**src/core/pil_pkg.sv**
```systemverilog
package pil_pkg;
    // Register word offsets (byte addresses, index * 4)
    localparam logic [3:0] PIL_OFS_FLAGS = 4'h0;
    localparam logic [3:0] PIL_OFS_ENABLES = 4'h4;
    localparam logic [3:0] PIL_OFS_SHIFTER = 4'h8;
    localparam logic [3:0] PIL_OFS_CTRL = 4'hc;
    localparam logic [4:0] PIL_OFS_EVENTS = 5'h10;
    // Field positions
    localparam int PIL_SUMMARY_BIT = 7;
    localparam int PIL_SHIFT_FLAG_BIT = 2;
    localparam int PIL_CTRL_MODE_LSB = 0;
    // Reset values
    localparam logic [6:0] PIL_FLAGS_RST = 7'h00;
    localparam logic [6:0] PIL_ENABLES_RST = 7'h00;
    localparam logic [7:0] PIL_SHIFTER_RST = 8'h00;
    localparam logic [2:0] PIL_MODE_RST = 3'h0;
    // Shift mode with external shift clock
    localparam logic [2:0] PIL_MODE_EXT_OUT = 3'h7;
    localparam logic [3:0] PIL_BITS_PER_BYTE = 4'h8;
    // Unmapped read answer
    localparam logic [31:0] PIL_UNMAPPED_DATA = 32'h0000_0000;

    typedef struct packed {
        logic [4:0] address;
        logic read;
        logic write;
        logic [31:0] writedata;
        logic [3:0] byteenable;
    } pil_bus_req_t;

    typedef struct packed {
        logic [31:0] readdata;
        logic waitrequest;
    } pil_bus_rsp_t;
endpackage : pil_pkg

```
**src/core/pil_fifo.sv**
```systemverilog
`timescale 1ns/1ps
module pil_fifo #(
    parameter int WIDTH = 8,
    parameter int DEPTH = 4
) (
    // Clock and reset
    input wire logic clock,
    input wire logic rst,
    // Fill side
    input wire logic in_valid,
    output logic in_ready,
    input wire logic [WIDTH-1:0] in_data,
    // Drain side
    output logic out_valid,
    input wire logic out_ready,
    output logic [WIDTH-1:0] out_data
);
    localparam int AW = $clog2(DEPTH);
    logic [WIDTH-1:0] mem_q [DEPTH];
    logic [AW-1:0] wr_q;
    logic [AW-1:0] rd_q;
    logic [AW:0] cnt_q;
    logic push;
    logic pop;

    assign in_ready = (cnt_q != (AW+1)'(DEPTH));
    assign out_valid = (cnt_q != '0);
    assign out_data = mem_q[rd_q];
    assign push = in_valid && in_ready;
    assign pop = out_valid && out_ready;

    always_ff @(posedge clock) begin
        if (push) begin
            mem_q[wr_q] <= in_data;
        end
    end

    always_ff @(posedge clock) begin
        if (rst) begin
            wr_q <= '0;
            rd_q <= '0;
            cnt_q <= '0;
        end else begin
            if (push) begin
                wr_q <= (wr_q == AW'(DEPTH - 1)) ? '0 : wr_q + 1'b1;
            end
            if (pop) begin
                rd_q <= (rd_q == AW'(DEPTH - 1)) ? '0 : rd_q + 1'b1;
            end
            cnt_q <= cnt_q + (AW+1)'(push) - (AW+1)'(pop);
        end
    end
endmodule : pil_fifo

```
**src/core/pil_top.sv**
```systemverilog
`timescale 1ns/1ps
module pil_top #(
    parameter int FIFO_DEPTH = 4
) (
    // Clock and reset
    input wire logic clock,
    input wire logic rst,
    // Avalon-MM slave
    input wire logic [4:0] avs_address,
    input wire logic avs_read,
    input wire logic avs_write,
    input wire logic [31:0] avs_writedata,
    input wire logic [3:0] avs_byteenable,
    output logic [31:0] avs_readdata,
    output logic avs_waitrequest,
    // Other flag sources
    input wire logic [6:0] flag_events,
    // Serial pins
    input wire logic shift_clock_pin,
    output logic shift_data_pin_o,
    output logic shift_data_pin_oe,
    // Interrupt request, open drain
    output logic irq_n_o,
    output logic irq_n_oe
);
    import pil_pkg::*;

    typedef enum logic [1:0] {PIL_IDLE, PIL_ANSWER} pil_bus_state_t;

    pil_bus_req_t req;
    pil_bus_state_t bus_q;
    logic [6:0] flags_q;
    logic [6:0] enables_q;
    logic [7:0] shifter_q;
    logic [2:0] mode_q;
    logic [3:0] count_q;
    logic counting_q;
    logic sclk_s1_q;
    logic sclk_s2_q;
    logic sclk_s3_q;
    logic shift_pulse;
    logic ext_mode;
    logic take;
    logic hit_flags;
    logic hit_enables;
    logic hit_shifter;
    logic hit_ctrl;
    logic shifter_access;
    logic byte_done;
    logic load_valid;
    logic load_ready;
    logic [7:0] load_data;
    logic fifo_out_valid;
    logic [7:0] fifo_out_data;
    logic fifo_pop;
    logic [6:0] active;

    assign req = '{address: avs_address, read: avs_read,
                   write: avs_write, writedata: avs_writedata,
                   byteenable: avs_byteenable};
    assign ext_mode = (mode_q == PIL_MODE_EXT_OUT);
    assign take = (bus_q == PIL_ANSWER);
    assign hit_flags = ({req.address[4:2], 2'b00} == 5'(PIL_OFS_FLAGS));
    assign hit_enables = ({req.address[4:2], 2'b00} == 5'(PIL_OFS_ENABLES));
    assign hit_shifter = ({req.address[4:2], 2'b00} == 5'(PIL_OFS_SHIFTER));
    assign hit_ctrl = ({req.address[4:2], 2'b00} == 5'(PIL_OFS_CTRL));
    assign shifter_access = take && hit_shifter && (req.read || req.write);
    assign active = flags_q & enables_q;

    // Bus handshake: one wait cycle, answer on second edge
    always_ff @(posedge clock) begin
        if (rst) begin
            bus_q <= PIL_IDLE;
        end else begin
            case (bus_q)
                PIL_IDLE: begin
                    if (req.read || req.write) begin
                        bus_q <= PIL_ANSWER;
                    end
                end
                PIL_ANSWER: begin
                    bus_q <= PIL_IDLE;
                end
                default: begin
                    bus_q <= PIL_IDLE;
                end
            endcase
        end
    end

    always_ff @(posedge clock) begin
        if (rst) begin
            avs_waitrequest <= 1'b1;
        end else begin
            avs_waitrequest <= !((bus_q == PIL_IDLE)
                && (req.read || req.write));
        end
    end

    // Read data
    always_ff @(posedge clock) begin
        if (rst) begin
            avs_readdata <= PIL_UNMAPPED_DATA;
        end else if ((bus_q == PIL_IDLE) && req.read) begin
            if (hit_flags) begin
                avs_readdata <= {24'h0, |active, flags_q};
            end else if (hit_enables) begin
                avs_readdata <= {24'h0, 1'b1, enables_q};
            end else if (hit_shifter) begin
                avs_readdata <= {24'h0, shifter_q};
            end else if (hit_ctrl) begin
                avs_readdata <= {29'h0, mode_q};
            end else begin
                avs_readdata <= PIL_UNMAPPED_DATA;
            end
        end
    end

    // Shift clock synchroniser and rising edge
    // A fast clock samples the pin every cycle, covering the low phase
    always_ff @(posedge clock) begin
        if (rst) begin
            sclk_s1_q <= 1'b0;
            sclk_s2_q <= 1'b0;
            sclk_s3_q <= 1'b0;
        end else begin
            sclk_s1_q <= shift_clock_pin;
            sclk_s2_q <= sclk_s1_q;
            sclk_s3_q <= sclk_s2_q;
        end
    end
    assign shift_pulse = ext_mode && sclk_s2_q && !sclk_s3_q;

    // Mode register
    always_ff @(posedge clock) begin
        if (rst) begin
            mode_q <= PIL_MODE_RST;
        end else if (take && req.write && hit_ctrl && req.byteenable[0]) begin
            mode_q <= req.writedata[PIL_CTRL_MODE_LSB +: 3];
        end
    end

    // Shifter loads go through the FIFO so bytes queue ahead of shifting
    assign load_valid = take && req.write && hit_shifter
        && req.byteenable[0];
    assign load_data = req.writedata[7:0];
    assign fifo_pop = fifo_out_valid && (byte_done || !counting_q);

    pil_fifo #(.WIDTH(8), .DEPTH(FIFO_DEPTH)) u_fifo (
        .clock(clock),
        .rst(rst),
        .in_valid(load_valid),
        .in_ready(load_ready),
        .in_data(load_data),
        .out_valid(fifo_out_valid),
        .out_ready(fifo_pop),
        .out_data(fifo_out_data)
    );

    // Bit counter; free-running over bytes in mode 7
    assign byte_done = shift_pulse && (count_q == PIL_BITS_PER_BYTE - 4'h1);
    always_ff @(posedge clock) begin
        if (rst) begin
            count_q <= 4'h0;
        end else if (shifter_access) begin
            count_q <= 4'h0;
        end else if (shift_pulse) begin
            count_q <= byte_done ? 4'h0 : count_q + 4'h1;
        end
    end

    // Shifter holds a fresh byte until its last bit leaves
    always_ff @(posedge clock) begin
        if (rst) begin
            counting_q <= 1'b0;
        end else if (fifo_pop) begin
            counting_q <= 1'b1;
        end else if (byte_done) begin
            counting_q <= 1'b0;
        end
    end

    // Shifter: MSB out, recirculated, next byte taken at boundary
    always_ff @(posedge clock) begin
        if (rst) begin
            shifter_q <= PIL_SHIFTER_RST;
        end else if (fifo_pop) begin
            shifter_q <= fifo_out_data;
        end else if (shift_pulse) begin
            shifter_q <= {shifter_q[6:0], shifter_q[7]};
        end
    end

    always_ff @(posedge clock) begin
        if (rst) begin
            shift_data_pin_o <= 1'b0;
            shift_data_pin_oe <= 1'b0;
        end else begin
            shift_data_pin_oe <= ext_mode;
            if (shift_pulse) begin
                shift_data_pin_o <= shifter_q[7];
            end
        end
    end

    // Flags: set wins over clear
    always_ff @(posedge clock) begin
        if (rst) begin
            flags_q <= PIL_FLAGS_RST;
        end else begin
            for (int i = 0; i < 7; i++) begin
                if (flag_events[i] ||
                    (i == PIL_SHIFT_FLAG_BIT && byte_done)) begin
                    flags_q[i] <= 1'b1;
                end else if (i == PIL_SHIFT_FLAG_BIT && shifter_access) begin
                    flags_q[i] <= 1'b0;
                end else if (take && req.write && hit_flags
                             && req.byteenable[0] && req.writedata[i]) begin
                    flags_q[i] <= 1'b0;
                end
            end
        end
    end

    // Enables: bit 7 picks set or clear
    always_ff @(posedge clock) begin
        if (rst) begin
            enables_q <= PIL_ENABLES_RST;
        end else if (take && req.write && hit_enables && req.byteenable[0]) begin
            if (req.writedata[PIL_SUMMARY_BIT]) begin
                enables_q <= enables_q | req.writedata[6:0];
            end else begin
                enables_q <= enables_q & ~req.writedata[6:0];
            end
        end
    end

    // Open-drain request, driven low while any enabled flag is set
    always_ff @(posedge clock) begin
        if (rst) begin
            irq_n_o <= 1'b0;
            irq_n_oe <= 1'b0;
        end else begin
            irq_n_o <= 1'b0;
            irq_n_oe <= |active;
        end
    end
endmodule : pil_top

```
**config.mk**
```make
export PLATFORM = sky130hd
export DESIGN_NAME = pil_top
export DESIGN_NICKNAME = d
export VERILOG_FILES = /design/src/core/pil_pkg.sv /design/src/core/pil_fifo.sv /design/src/core/pil_top.sv
export SDC_FILE = /design/constraint.sdc
export NUM_CORES = 1
export LEC_CHECK = 0
export ABC_AREA = 0
export BUFFER_PORTS_ARGS = -buffer_cell sky130_fd_sc_hd__buf_2
export CORE_UTILIZATION = 40
export CTS_BUF_LIST = sky130_fd_sc_hd__clkbuf_4
export DETAILED_ROUTE_END_ITERATION = 7
export GPL_TIMING_DRIVEN = 0
export PLACE_DENSITY = 0.58
export SETUP_SLACK_MARGIN = 0.15
export SLEW_MARGIN = 20
export SYNTH_ARGS = -nofsm -noshare
export SYNTH_HDL_FRONTEND = slang
export SYNTH_SLANG_ARGS = --single-unit
```
**constraint.sdc**
```tcl
create_clock -name clock -period 3.1 [get_ports clock]
set_input_delay 0.155 -clock clock [delete_from_list [all_inputs] [get_ports clock]]
set_output_delay 0.155 -clock clock [all_outputs]
set_load 0.02 [all_outputs]
```
==> impl_metrics.env <==
export IMPL_status="complete, no violations"
export IMPL_finalWirelength_um=8070
export IMPL_maxCapViolCount=0
export IMPL_clk_latency_ps=450
export IMPL_postSynthAreaPerCell_um2=11.36
export IMPL_cp_start_kind="flip-flop"
export IMPL_placed_cell_area_um2=4254
export IMPL_die_h_um=99.82
export IMPL_cp_max_fo=9
export IMPL_synth_top_cell_area_share_pct=28.77
export IMPL_r2r_setup_slack_ps=360
export IMPL_r2r_cells=13
export IMPL_grt_pass1_vias=2625
export IMPL_fp_dieArea_um2=9964
export IMPL_coreArea_um2=9240
export IMPL_grt_pass1_wl_um=13270
export IMPL_clock_sink_count=87
export IMPL_synth_commonest_cells="dfxtp_1 (55), nor2_1 (38), edfxtp_1 (32)"
export IMPL_first_pass_iters=4
export IMPL_synth_compound_area_share_pct=8.761
export IMPL_p_leak_nw=1.775
export IMPL_grt_overflow_total=0
export IMPL_startpoint="count_q[0]"
export IMPL_areaGrowthSynthToFinish_pct=19.19
export IMPL_vias=2690
export IMPL_ys_ff_latch=87
export IMPL_cts_buffers_inserted=9
export IMPL_synthSimpleGateAreaFrac_pct=14.12
export IMPL_use_met2_pct=29.50
export IMPL_synth_most_common_cell="dfxtp_1"
export IMPL_drive_gt1_share_pct=22.48
export IMPL_fin_crit_ps=2741
export IMPL_grt_max_degree=18
export IMPL_antenna_found_initial=0
export IMPL_cp_endpoint="u_fifo.cnt_q[2]"
export IMPL_cp_required_ps=3430
export IMPL_tns_ps=0
export IMPL_ys_flop_type="dfxtp_1"
export IMPL_worst_setup_path_end_kind="flip-flop"
export IMPL_yosys_area_share_adder_pct=3.138
export IMPL_drv_slew=0
export IMPL_netlist_area_um2=3827
export IMPL_grt_usage_pct=17.69
export IMPL_netlist_instances=337
export IMPL_use_met3_pct=4.457
export IMPL_synthMuxAreaShare_pct=11.18
export IMPL_worst_pin_slew_ps=737.1
export IMPL_place_ws_ps=382.0
export IMPL_r2r_start="count_q[0]"
export IMPL_synth_top_family_by_area="simple AND/OR/NAND/NOR gates"
export IMPL_max_freq_mhz=364.8
export IMPL_fin_area_um2=4562
export IMPL_setup_viol=0
export IMPL_vias_per_cell=4.838
export IMPL_diodes=0
export IMPL_drc=0
export IMPL_powerDensity_nw_per_um2=611.6
export IMPL_grt_setup_unrepaired="false"
export IMPL_yosys_area_top_type="dfxtp_1"
export IMPL_r2r_end="u_fifo.cnt_q[2]"
export IMPL_fin_crit_sh_pct=88.42
export IMPL_fin_ws_ps=359.0
export IMPL_synth_xor_area_share_pct=0.6865
export IMPL_min_delay_path_class="in2reg"
export IMPL_clockRootBuffer="clkbuf_4"
export IMPL_start_util_pct=41.42
export IMPL_slew_headroom_pct=50.68
export IMPL_rows=35
export IMPL_vdd_drop_max_uv=307.6
export IMPL_ys_types=41
export IMPL_synth_edf_count=32
export IMPL_finalHoldViolations=0
export IMPL_top_usage_layer="met2"
export IMPL_synth_area_leaders="dfxtp_1 (29%), edfxtp_1 (25%), mux4_2 (6.5%)"
export IMPL_finalClockSkew_ps=14.17
export IMPL_num_io_pins=90
export IMPL_cts_htree_levels=3
export IMPL_path_clk_slew_ps=150
export IMPL_path_class="reg2reg"
export IMPL_yosysSeqAreaShare_pct=53.87
export IMPL_fin_nets=484
export IMPL_gp_congestion=0.8196
export IMPL_yosysWarnings=0
export IMPL_grt_util_met1_pct=22.56
export IMPL_clock_path_buffers=2
export IMPL_post_dp_hpwl_um=5914
export IMPL_portBuffers=35
export IMPL_hold_slack_ps=26.29
export IMPL_wl_per_cell_um=14.51
export IMPL_cp_data_arrival_time_ps=3070
export IMPL_die_w_um=99.82
export IMPL_ant_nets=0
export IMPL_drtIter0Drc=131
export IMPL_cts_tree="yes"
export IMPL_async_reset_ff_share_pct=0
where the power goes:
part	total [W]	internal [W]	switching, W
logic	0.000711	0.000341	0.000370
registers	0.00138	0.00130	0.0000857
clock network	0.000697	0.000265	0.000433
layer usage:
layer	vias up	share of wire (%)
met1	1287	44
met3	7	5.0
met4	0	1.2
li1	1334	-
met5	-	0
met2	62	49
metrics by stage:
step | cells | util, % | power, W
6_report | 556 | 49.37 | 0.002790
5_1_grt | 556 | 49.37 | 0.002949
4_1_cts | 555 | 49.26 | 0.002821
3_5_place_dp | 525 | 46.04 | 0.002110
3_3_place_gp | 525 | 46.04 | 0.002095
2_1_floorplan | 361 | - | 0.001934
critical path, cell delays in order, from the launching register on:
cell and delay, ps:
dfxtp_1 410, ha_1 210, nand3b_1 120, o31a_1 340, or2_1 250, buf_6 140, inv_1 50, ha_1 120
inv_1 40, ha_1 190, fa_1 380, xnor2_1 180, xnor2_1 140, nor2_1 50
repair_timing:
action	CTS	global route
hold buffers	14	1
resized for setup	0	0
endpoints found under the hold margin	32	4
setup buffers	0	0
layout make-up:
cell class / count / area (µm²)
multi-input cells: 221 / 1544
plain buffers: 43 / 274.0
fillers: 863 / 4678
well taps: 129 / 161.4
clock buffers: 9 / 67.56
inverters: 10 / 37.54
flip-flops and latches: 87 / 2062
repair buffers: 50 / 325.3
clock inverters: 7 / 90.09
worst min path at each step:
stage,startpoint,endpoint,slack [ps],cells past startpoint
floorplan,avs_writedata[0],u_fifo.mem_q[0][0],250,0
global placement,flag_events[5],flags_q[5],360,3
detailed placement,flag_events[5],flags_q[5],370,3
CTS,avs_writedata[2],u_fifo.mem_q[0][2],3,1
global route,avs_writedata[7],u_fifo.mem_q[2][7],30,1
finish,avs_read,bus_q[0],30,3
cells in the final DEF (no fill, tap or decap), drive strengths merged, types with 11 or more instances in the layout:
cell type	instances
buf	65
dlygate4sd3	15
o21ai	13
dfxtp	55
edfxtp	32
nor3	13
clkbuf	22
mux2i	18
nor2	38
conb	25
inv	13
a21oi	11
nand3	17
mux4	11
logic make-up after synthesis:
group                      after synthesis
AOI/OAI and AO/OA                       50
and+or+nand+nor                        105
other                                    1
buffers and inverters                   53
muxes                                   29
DFF                                     87
xor gates and xnor gates                 3
adders and majority gates                9
Power figures use the tool's default switching activity.
